## src/verilog/vcu_defines.svh

```systemverilog
/*
 * Constants for the voltage comparator control block: reset values,
 * synchroniser depth and edge mode encodings.
 * Assumes inclusion by bare name from the design files.
 */
`ifndef VCU_DEFINES_SVH
`define VCU_DEFINES_SVH

// Edge mode field encodings
`define VCU_MODE_FALL0 2'h0
`define VCU_MODE_RISE 2'h1
`define VCU_MODE_FALL2 2'h2
`define VCU_MODE_BOTH 2'h3

// Reset values of control and status
`define VCU_RST_MODE 2'h0
`define VCU_RST_BIT 1'h0

// Synchroniser depth
`define VCU_SYNC_STAGES 2

`endif

```

## src/verilog/vcu_pkg.sv

```systemverilog
/*
 * Types for the voltage comparator control block.
 * Assumes nothing of its surroundings.
 */
package vcu_pkg;

	// Power state of the microcontroller as seen by the block
	typedef enum logic [4:0] {
		VCU_PWR_RUN = 5'h01,
		VCU_PWR_WAIT = 5'h02,
		VCU_PWR_STOP3 = 5'h04,
		VCU_PWR_DEEP = 5'h08,
		VCU_PWR_DEBUG = 5'h10
	} vcu_pwr_t;

endpackage : vcu_pkg

```

## src/verilog/vcu_evt_if.sv

```systemverilog
/*
 * Interface carrying synchronised comparator result and edge events
 * between the edge detector and the control top.
 * Assumes one clock domain.
 */
`timescale 1ns/1ps
interface vcu_evt_if;
	logic live;
	logic rise;
	logic fall;
	logic run;

	modport det (input run, output live, output rise, output fall);
	modport ctl (output run, input live, input rise, input fall);
endinterface : vcu_evt_if

```

## src/verilog/vcu_edge_det.sv

```systemverilog
/*
 * Two-stage synchroniser and edge detector for the comparator output.
 * Assumes the raw result is asynchronous to clk_sys.
 */
`timescale 1ns/1ps
`include "vcu_defines.svh"
module vcu_edge_det
	import vcu_pkg::*;
(
	input wire logic clk_sys,
	input wire logic reset_n,
	input wire logic raw_result,
	vcu_evt_if.det evt
);
	logic [`VCU_SYNC_STAGES-1:0] sync;
	logic last;

	////////////////////////////////////////////////////////////////
	// Synchroniser; only stage two is looked at
	always_ff @(posedge clk_sys) begin
		if (!reset_n) begin
			sync <= '0;
		end else begin
			sync <= {sync[0], raw_result};
		end
	end

	// Last sampled level, forced low while idle so no stale edge appears
	always_ff @(posedge clk_sys) begin
		if (!reset_n || !evt.run) begin
			last <= 1'b0;
		end else begin
			last <= sync[1];
		end
	end

	// Edges only while running; a disabled module sees none
	assign evt.live = evt.run & sync[1];
	assign evt.rise = evt.run & sync[1] & ~last;
	assign evt.fall = evt.run & ~sync[1] & last;
endmodule : vcu_edge_det

```

## src/verilog/vcu_mode_dec.sv

```systemverilog
/*
 * Edge mode decoder: picks which comparator edges count as events.
 * Assumes rise and fall are one-cycle pulses.
 */
`timescale 1ns/1ps
`include "vcu_defines.svh"
module vcu_mode_dec
	import vcu_pkg::*;
(
	input wire logic [1:0] mode,
	input wire logic rise,
	input wire logic fall,
	output logic event_hit
);
	// Decode used once for both edge kinds together
	function automatic logic vcu_hit(input logic [1:0] m, input logic r, input logic f);
		logic h;
		h = 1'b0;
		if (m == `VCU_MODE_RISE) begin
			h = r;
		end else if (m == `VCU_MODE_BOTH) begin
			h = r | f;
		end else begin
			h = f; // Both 00 and 10 mean falling
		end
		return h;
	endfunction : vcu_hit

	assign event_hit = vcu_hit(mode, rise, fall);
endmodule : vcu_mode_dec

```

## src/verilog/vcu_top.sv

```systemverilog
/*
 * Control and event logic around an on-chip voltage comparator unit.
 * Holds enable, reference select, edge mode, flag, interrupt, pin
 * output and timer capture routing. Assumes the analog comparator
 * result arrives as an asynchronous level, and the power controller
 * reports the power state each cycle.
 */
// Summary of operation
// - Route result into timer one channel zero capture.
// - Routing hides the timer channel zero pin.
// - Interrupt on rising, falling, or either edge.
// - Option to show result on output pin.
// - Enabled comparator keeps running in wait.
// - Wait wake only with interrupt enable set.
// - Keeps comparing in lightest stop mode.
// - Output pin driven in lightest stop too.
// - Stop event sets flag, wakes if enabled.
// - Reset exit from stop resets all bits.
// - Deeper stops power the module down.
// - Wake from deeper stop finds reset state.
// - Keeps operating normally in background debug.
// - Negative pin always feeds inverting input.
// - Select zero uses positive pin, else bandgap.
// - Single result pin, driven only when enabled.
// - Mode 00/10 fall, 01 rise, 11 both.
// - Flag sets on event, clears on write-one.
// - Interrupt request while flag and enable set.
`timescale 1ns/1ps
`include "vcu_defines.svh"
module vcu_top
	import vcu_pkg::*;
(
	input wire logic clk_sys,
	input wire logic reset_n,
	input wire logic [4:0] power_state,
	input wire logic raw_result,
	input wire logic timer_ch0_pin_in,
	input wire logic module_enable_wr,
	input wire logic module_enable_in,
	input wire logic reference_select_wr,
	input wire logic reference_select_in,
	input wire logic compare_irq_enable_wr,
	input wire logic compare_irq_enable_in,
	input wire logic result_pin_enable_wr,
	input wire logic result_pin_enable_in,
	input wire logic edge_mode_select_wr,
	input wire logic [1:0] edge_mode_select_in,
	input wire logic result_to_capture_route_wr,
	input wire logic result_to_capture_route_in,
	input wire logic flag_clear_wr,
	output logic module_enable,
	output logic reference_select,
	output logic compare_irq_enable,
	output logic result_pin_enable,
	output logic [1:0] edge_mode_select,
	output logic result_to_capture_route,
	output logic compare_event_flag,
	output logic live_result_bit,
	output logic compare_irq,
	output logic wake_request,
	output logic compare_result_pin,
	output logic compare_result_pin_oe_n,
	output logic timer_ch0_capture_in,
	output logic timer_ch0_pin_avail,
	output logic analog_powered,
	output logic analog_bandgap_sel,
	output logic analog_neg_to_inverting
);
	vcu_pwr_t pwr;
	logic deep;
	logic event_hit;
	logic next_flag;
	vcu_evt_if evt ();

	assign pwr = vcu_pwr_t'(power_state);
	assign deep = (pwr == VCU_PWR_DEEP);
	// Event path runs in run, wait, lightest stop and debug alike
	assign evt.run = module_enable & ~deep;

	vcu_edge_det u_det (
		.clk_sys(clk_sys),
		.reset_n(reset_n),
		.raw_result(raw_result),
		.evt(evt)
	);

	vcu_mode_dec u_dec (
		.mode(edge_mode_select),
		.rise(evt.rise),
		.fall(evt.fall),
		.event_hit(event_hit)
	);

	////////////////////////////////////////////////////////////////
	// Control bits; deep stop loses all state, so wake finds reset values
	always_ff @(posedge clk_sys) begin
		if (!reset_n || deep) begin
			module_enable <= `VCU_RST_BIT;
			reference_select <= `VCU_RST_BIT;
			compare_irq_enable <= `VCU_RST_BIT;
			result_pin_enable <= `VCU_RST_BIT;
			edge_mode_select <= `VCU_RST_MODE;
			result_to_capture_route <= `VCU_RST_BIT;
		end else begin
			if (module_enable_wr) begin
				module_enable <= module_enable_in;
			end
			if (reference_select_wr) begin
				reference_select <= reference_select_in;
			end
			if (compare_irq_enable_wr) begin
				compare_irq_enable <= compare_irq_enable_in;
			end
			if (result_pin_enable_wr) begin
				result_pin_enable <= result_pin_enable_in;
			end
			if (edge_mode_select_wr) begin
				edge_mode_select <= edge_mode_select_in;
			end
			if (result_to_capture_route_wr) begin
				result_to_capture_route <= result_to_capture_route_in;
			end
		end
	end

	////////////////////////////////////////////////////////////////
	// Flag: a new event beats a write-one clear in the same cycle
	assign next_flag = event_hit | (compare_event_flag & ~flag_clear_wr);

	always_ff @(posedge clk_sys) begin
		if (!reset_n || deep) begin
			compare_event_flag <= `VCU_RST_BIT;
		end else begin
			compare_event_flag <= next_flag;
		end
	end

	// Interrupt and wake are registered from next_flag, so they change in the same cycle as the flag
	always_ff @(posedge clk_sys) begin
		if (!reset_n || deep) begin
			compare_irq <= 1'b0;
			wake_request <= 1'b0;
		end else begin
			compare_irq <= next_flag & compare_irq_enable;
			wake_request <= next_flag & compare_irq_enable
				& (pwr == VCU_PWR_WAIT || pwr == VCU_PWR_STOP3);
		end
	end

	////////////////////////////////////////////////////////////////
	// Live result, pin and capture routing
	always_ff @(posedge clk_sys) begin
		if (!reset_n) begin
			live_result_bit <= 1'b0;
			compare_result_pin <= 1'b0;
			compare_result_pin_oe_n <= 1'b1;
			timer_ch0_capture_in <= 1'b0;
			timer_ch0_pin_avail <= 1'b1;
		end else begin
			live_result_bit <= evt.live;
			compare_result_pin <= evt.live;
			// Pin drives in run and lightest stop alike
			compare_result_pin_oe_n <= ~(result_pin_enable & evt.run);
			// Comparator replaces the pin at the capture input
			timer_ch0_capture_in <= result_to_capture_route
				? evt.live : timer_ch0_pin_in;
			timer_ch0_pin_avail <= ~result_to_capture_route | deep;
		end
	end

	// Analog steering; bandgap buffer itself is software's job elsewhere
	always_ff @(posedge clk_sys) begin
		if (!reset_n) begin
			analog_powered <= 1'b0;
			analog_bandgap_sel <= 1'b0;
			analog_neg_to_inverting <= 1'b1;
		end else begin
			analog_powered <= evt.run;
			analog_bandgap_sel <= reference_select;
			analog_neg_to_inverting <= 1'b1;
		end
	end

	////////////////////////////////////////////////////////////////
	// Assertions
	// Flag and interrupt request
	a_flag_sets: assert property (@(posedge clk_sys) disable iff (!reset_n)
		event_hit && !deep |=> compare_event_flag)
		else $error("flag missed an event");
	a_flag_clears: assert property (@(posedge clk_sys) disable iff (!reset_n)
		compare_event_flag && flag_clear_wr && !event_hit |=> !compare_event_flag)
		else $error("flag ignored write-one clear");
	a_flag_holds: assert property (@(posedge clk_sys) disable iff (!reset_n)
		compare_event_flag && !flag_clear_wr && !deep |=> compare_event_flag)
		else $error("flag dropped by itself");
	a_set_wins: assert property (@(posedge clk_sys) disable iff (!reset_n)
		event_hit && flag_clear_wr |=> compare_event_flag)
		else $error("clear beat a new event");
	a_irq_follows: assert property (@(posedge clk_sys) disable iff (!reset_n)
		1'b1 |=> compare_irq == ($past(next_flag) && $past(compare_irq_enable)
			&& !$past(deep)))
		else $error("irq mismatch");
	a_irq_quiet: assert property (@(posedge clk_sys) disable iff (!reset_n)
		!compare_event_flag && !event_hit |=> !compare_irq)
		else $error("irq without a flag");

	// Edge mode decode
	a_rise_mode: assert property (@(posedge clk_sys) disable iff (!reset_n)
		evt.rise && edge_mode_select == `VCU_MODE_RISE |-> event_hit)
		else $error("rise not taken");
	a_fall_ign: assert property (@(posedge clk_sys) disable iff (!reset_n)
		evt.fall && edge_mode_select == `VCU_MODE_RISE |-> !event_hit)
		else $error("fall taken in rise mode");
	a_fall_mode: assert property (@(posedge clk_sys) disable iff (!reset_n)
		evt.fall && edge_mode_select != `VCU_MODE_RISE |-> event_hit)
		else $error("fall not taken");
	a_both_mode: assert property (@(posedge clk_sys) disable iff (!reset_n)
		(evt.rise || evt.fall) && edge_mode_select == `VCU_MODE_BOTH |-> event_hit)
		else $error("edge missed in either-edge mode");
	a_disabled_quiet: assert property (@(posedge clk_sys) disable iff (!reset_n)
		!module_enable |-> !event_hit)
		else $error("event while disabled");

	// Power modes
	a_wait_runs: assert property (@(posedge clk_sys) disable iff (!reset_n)
		pwr == VCU_PWR_WAIT && module_enable |-> evt.run)
		else $error("event path stopped in wait");
	a_stop_runs: assert property (@(posedge clk_sys) disable iff (!reset_n)
		pwr == VCU_PWR_STOP3 && module_enable |-> evt.run)
		else $error("event path stopped in light stop");
	a_debug_runs: assert property (@(posedge clk_sys) disable iff (!reset_n)
		pwr == VCU_PWR_DEBUG && module_enable |-> evt.run)
		else $error("event path stopped in debug");
	a_wake_gated: assert property (@(posedge clk_sys) disable iff (!reset_n)
		!compare_irq_enable |=> !wake_request)
		else $error("wake without interrupt enable");
	a_wake_run_quiet: assert property (@(posedge clk_sys) disable iff (!reset_n)
		pwr == VCU_PWR_RUN || pwr == VCU_PWR_DEBUG |=> !wake_request)
		else $error("wake while not asleep");
	a_wait_wake: assert property (@(posedge clk_sys) disable iff (!reset_n)
		pwr == VCU_PWR_WAIT && event_hit && compare_irq_enable |=> wake_request)
		else $error("no wake from wait");
	a_stop_wake: assert property (@(posedge clk_sys) disable iff (!reset_n)
		pwr == VCU_PWR_STOP3 && event_hit && compare_irq_enable |=> wake_request)
		else $error("no wake from light stop");
	a_deep_reset: assert property (@(posedge clk_sys) disable iff (!reset_n)
		deep |=> !module_enable && !compare_event_flag && !compare_irq)
		else $error("deep stop kept state");
	a_deep_modes: assert property (@(posedge clk_sys) disable iff (!reset_n)
		deep |=> edge_mode_select == `VCU_RST_MODE && !result_pin_enable
			&& !result_to_capture_route)
		else $error("deep stop kept configuration");
	a_deep_unpowered: assert property (@(posedge clk_sys) disable iff (!reset_n)
		deep |=> !analog_powered && compare_result_pin_oe_n)
		else $error("powered in deep stop");

	// Live bit, result pin and capture routing
	a_live_zero: assert property (@(posedge clk_sys) disable iff (!reset_n)
		!module_enable ##1 !module_enable |-> !live_result_bit)
		else $error("live bit set while disabled");
	a_live_follow: assert property (@(posedge clk_sys) disable iff (!reset_n)
		1'b1 |=> live_result_bit == $past(evt.live))
		else $error("live bit lost the result");
	a_pin_oe: assert property (@(posedge clk_sys) disable iff (!reset_n)
		!result_pin_enable |=> compare_result_pin_oe_n)
		else $error("pin driven while disabled");
	a_pin_drive: assert property (@(posedge clk_sys) disable iff (!reset_n)
		result_pin_enable && module_enable && !deep |=> !compare_result_pin_oe_n)
		else $error("pin not driven while enabled");
	a_pin_value: assert property (@(posedge clk_sys) disable iff (!reset_n)
		1'b1 |=> compare_result_pin == $past(evt.live))
		else $error("pin shows a wrong result");
	a_route_cap: assert property (@(posedge clk_sys) disable iff (!reset_n)
		result_to_capture_route && !deep |=> !timer_ch0_pin_avail)
		else $error("pin available while routed");
	a_pin_free: assert property (@(posedge clk_sys) disable iff (!reset_n)
		!result_to_capture_route |=> timer_ch0_pin_avail)
		else $error("pin hidden while not routed");
	a_route_result: assert property (@(posedge clk_sys) disable iff (!reset_n)
		result_to_capture_route |=> timer_ch0_capture_in == $past(evt.live))
		else $error("capture missed the result");
	a_route_pin: assert property (@(posedge clk_sys) disable iff (!reset_n)
		!result_to_capture_route |=> timer_ch0_capture_in == $past(timer_ch0_pin_in))
		else $error("capture missed the pin");

	// Analog steering
	a_neg_fixed: assert property (@(posedge clk_sys) disable iff (!reset_n)
		1'b1 |=> analog_neg_to_inverting)
		else $error("negative input disconnected");
	a_ref_steer: assert property (@(posedge clk_sys) disable iff (!reset_n)
		1'b1 |=> analog_bandgap_sel == $past(reference_select))
		else $error("reference steering wrong");

	// Main scenarios worth seeing
	c_event_stop3: cover property (@(posedge clk_sys) disable iff (!reset_n)
		pwr == VCU_PWR_STOP3 && event_hit ##1 wake_request);
	c_wait_wake: cover property (@(posedge clk_sys) disable iff (!reset_n)
		pwr == VCU_PWR_WAIT && event_hit ##1 wake_request);
	c_both_edges: cover property (@(posedge clk_sys) disable iff (!reset_n)
		edge_mode_select == `VCU_MODE_BOTH && evt.fall && event_hit);
	c_clear_race: cover property (@(posedge clk_sys) disable iff (!reset_n)
		event_hit && flag_clear_wr);
	c_routed: cover property (@(posedge clk_sys) disable iff (!reset_n)
		result_to_capture_route && evt.rise);
endmodule : vcu_top

```

## config.mk

```make
export PLATFORM = sky130hd
export DESIGN_NAME = vcu_top
export DESIGN_NICKNAME = d
export VERILOG_FILES = /design/src/verilog/vcu_pkg.sv /design/src/verilog/vcu_evt_if.sv /design/src/verilog/vcu_edge_det.sv /design/src/verilog/vcu_mode_dec.sv /design/src/verilog/vcu_top.sv
export VERILOG_INCLUDE_DIRS = /design/src /design/src/verilog
export SDC_FILE = /design/constraint.sdc
export NUM_CORES = 1
export LEC_CHECK = 0
export BUFFER_PORTS_ARGS = -buffer_cell sky130_fd_sc_hd__buf_2
export CORE_MARGIN = 10
export CORE_UTILIZATION = 35
export CTS_BUF_LIST = sky130_fd_sc_hd__clkbuf_4 sky130_fd_sc_hd__clkbuf_8
export CTS_CLUSTER_DIAMETER = 60
export DETAILED_ROUTE_END_ITERATION = 7
export PLACE_DENSITY = 0.67
export SETUP_SLACK_MARGIN = 0.4
export SLEW_MARGIN = 25
export SYNTH_ARGS = -nofsm -noshare
export SYNTH_HDL_FRONTEND = slang
export SYNTH_SLANG_ARGS = --single-unit
export TNS_END_PERCENT = 100
```

## constraint.sdc

```tcl
create_clock -name clk_sys -period 1.64 [get_ports clk_sys]
set_input_delay 0.246 -clock clk_sys [delete_from_list [all_inputs] [get_ports clk_sys]]
set_output_delay 0.246 -clock clk_sys [all_outputs]
set_load 0.05 [all_outputs]
```

==> metrics.csv <==
stage,metric,value,unit
clock_network,CTS tree,built,
place,Port Buffers,39,
logic_synthesis,most numerous cell in the Yosys netlist,dfxtp_1,
clock_network,clock buffer depth,2,
clock_network,clock-pin slew on the worst setup and hold paths,100,ps
floorplan,Initial Util,0.378,
logic_synthesis,sequential area share after synthesis,0.565,
layout,Synth-to-Final Area Change,39.4,%
critical_path,Critical Path AT,920,ps
critical_path,Worst Path Max Fanout,3,
clock_network,hold_buf cts,0,
global_route,vias in the first global route,642,
critical_path,family with the most delay on the worst path,flip-flops,
timing,post-route setup slack,470,ps
power_and_ir_drop,Max VDD drop,0.465,mV
power_and_ir_drop,power density over the cells,941,nW/um^2
logic_synthesis,Post-synth EDFFs,0,
drt,Vias/cell,4.53,
logic_synthesis,Mapped Nets,87,
clock_network,H-tree depth,1,
drt,1st-pass router iterations,4,
critical_path,Critical Path RT,1390,ps
clock_network,CTS Sinks,19,
timing,hold_ws,155,ps
drt,DRT antenna net count,0,
worst_hold_path,Hold Path Class,input port to register,
status,status,finished clean,
global_route,initial antenna violation count,0,
layout,Diodes inserted,0,
global_route,"Remaining Overflow, GRT",0,
critical_path,Worst setup SP type,register,
layout,layout cells sized above 1,0.476,
clock_network,Post-CTS Setup Bufs,0,
logic_synthesis,post-synth cell types,24,
place,DPL Wire Length,1390,microns
drt,initial drt markers,14,
clock_network,Worst-Skew Late Latency,290,ps
logic_synthesis,Synth top cells by count,"dfxtp_1, nor2_1, mux2i_1",
floorplan,io pins,41,
power_and_ir_drop,power after layout,0.000883,W
logic_synthesis,Synth top area share,0.565,
drt,final WL,1670,microns
drt,Post-route DRC,0,
floorplan,Core ar.,1780,sq um
critical_path,peak per-stage delay on the critical path,360,ps
logic_synthesis,Syn. warnings,0,
power_and_ir_drop,Leak,0.457,nW
critical_path,crit path cell chain,buf_2,
clock_network,CTS Buf Count,3,
timing,Setup Viol. Count Final,0,
critical_path,CP bufs+invs,1,
timing,f_max,855,MHz
timing,Post-Route Skew,2.50,ps
logic_synthesis,Synth Register Bits,19,
timing,Period minus WS final,1170,ps
floorplan,die height,63.9,microns
timing,final period utilization,0.713,
clock_network,CTS root buf,clkbuf_4,
logic_synthesis,cell area after synthesis,673,sq um
timing,RSZ-0062 raised after global routing,false,
flow_run,Maximum Capacitance Violations,0,
global_route,first-pass GRT wire length,2810,microns
logic_synthesis,ys flop type,dfxtp_1,
timing,endpoints failing hold,0,
timing,Setup TNS,0,ps
floorplan,DIE WIDTH,63.9,microns
global_route,GRT Total Usage,0.0862,
floorplan,Die Area,4080,sq um
timing,fin. max-slew vios,0,
critical_path,CP max stage cell,dfxtp_1,
layout,Nets,129,
drt,via count,589,
place,Post-Place Setup Slack,198,ps
logic_synthesis,Syn Area/Cell,10.5,sq um
logic_synthesis,Syn Inst Count,64,
logic_synthesis,asr flop ratio synth,0,
place,Final GP Congestion,0.720,
place,Post-DP Area,902,sq um
drt,WL/cell,12.9,microns
critical_path,Setup CP Type,register to output pin,
critical_path,CP endpoint kind,output pin,
floorplan,Core Rows,15,
logic_synthesis,"area leader, netlist",dfxtp_1,
logic_synthesis,largest cells by area after synthesis,"dfxtp_1, mux2i_1, nor2_1",
layout,Post-Layout Inst Area,938,sq um
global_route,largest net degree at the start of global routing,11,
==> registers in the layout, summed over array words and instances (netlist names) <==
signal,cells
analog_bandgap_sel,1
compare_result_pin_oe_n,1
u_det.last,1
reference_select,1
u_det.sync,2
compare_event_flag,1
compare_irq_enable,1
wake_request,1
edge_mode_select,2
compare_result_pin,1
compare_irq,1
timer_ch0_pin_avail,1
timer_ch0_capture_in,1
result_pin_enable,1
module_enable,1
analog_powered,1
result_to_capture_route,1
==> final timing paths <==
check / start / endpoint / slack [ps] / cells after the start
worst max-delay path: result_pin_enable$_SDFFE_PP0P_ / result_pin_enable / 470 / 1
worst max register to register: edge_mode_select[0]$_SDFFE_PP0P_ / wake_request$_SDFF_PP0_ / 480 / 3
worst min-delay path: raw_result / u_det.sync[0]$_SDFF_PN0_ / 150 / 2
worst min register to register: result_pin_enable$_SDFFE_PP0P_ / compare_result_pin_oe_n$_SDFF_PN1_ / 420 / 1
==> cell type report <==
cell class | count | area (sq um)
timing repair buffer | 39 | 200
multi-input combinational | 40 | 280
inverter | 3 | 11.3
tap | 25 | 31.3
fill | 176 | 845
sequential | 19 | 385
clock buffer | 4 | 30.0
==> metal layers <==
layer / track usage / wire length [microns] / vias to the layer above
li1: - / - / 297
met5: 0 / 0 / -
met4: 0.0492 / 19 / 0
met1: 0.0933 / 766 / 260
met3: 0.0418 / 156 / 4
met2: 0.134 / 730 / 28
==> logic make-up (layout without fill, tap and decap cells) <==
kind of cell | count (synthesis) | in the layout | share of synthesized area
compound gates | 6 | 6 | 0.0688
mux | 7 | 7 | 0.104
xor+xnor | 1 | 1 | 0.0130
buf+inv | 5 | 46 | 0.0390
simple gates | 25 | 25 | 0.204
other cells | 1 | 1 | 0.00557
flops | 19 | 19 | 0.565
==> report_power, final <==
group | switching [W] | leakage [nW] | internal [W]
registers | 0.0000109 | 0.157 | 0.000480
clock network | 0.000131 | 0.0184 | 0.000111
logic | 0.0000983 | 0.281 | 0.0000519
==> cells in the final DEF, fill, tap and decap left out, types with 2 or more instances in the layout <==
master	count
dfxtp_1	15
dfxtp_2	4
buf_2	37
and2_1	3
mux2i_1	7
nor2_1	9
nor3_1	3
clkbuf_4	4
nand2b_1	2
inv_1	3
buf_4	2
==> what timing repair did <==
action,in CTS,in global routing
gates cloned,0,0
gates resized for setup,2,1
endpoints found under the setup margin,2,1
==> through the flow <==
step / util / cells
4_1_cts: 0.526 / 130
3_3_place_gp: 0.506 / 126
2_1_floorplan: - / 64
5_1_grt: 0.526 / 130
6_report: 0.526 / 130
3_5_place_dp: 0.506 / 126
Note: power is estimated with default switching activity, not from simulation.
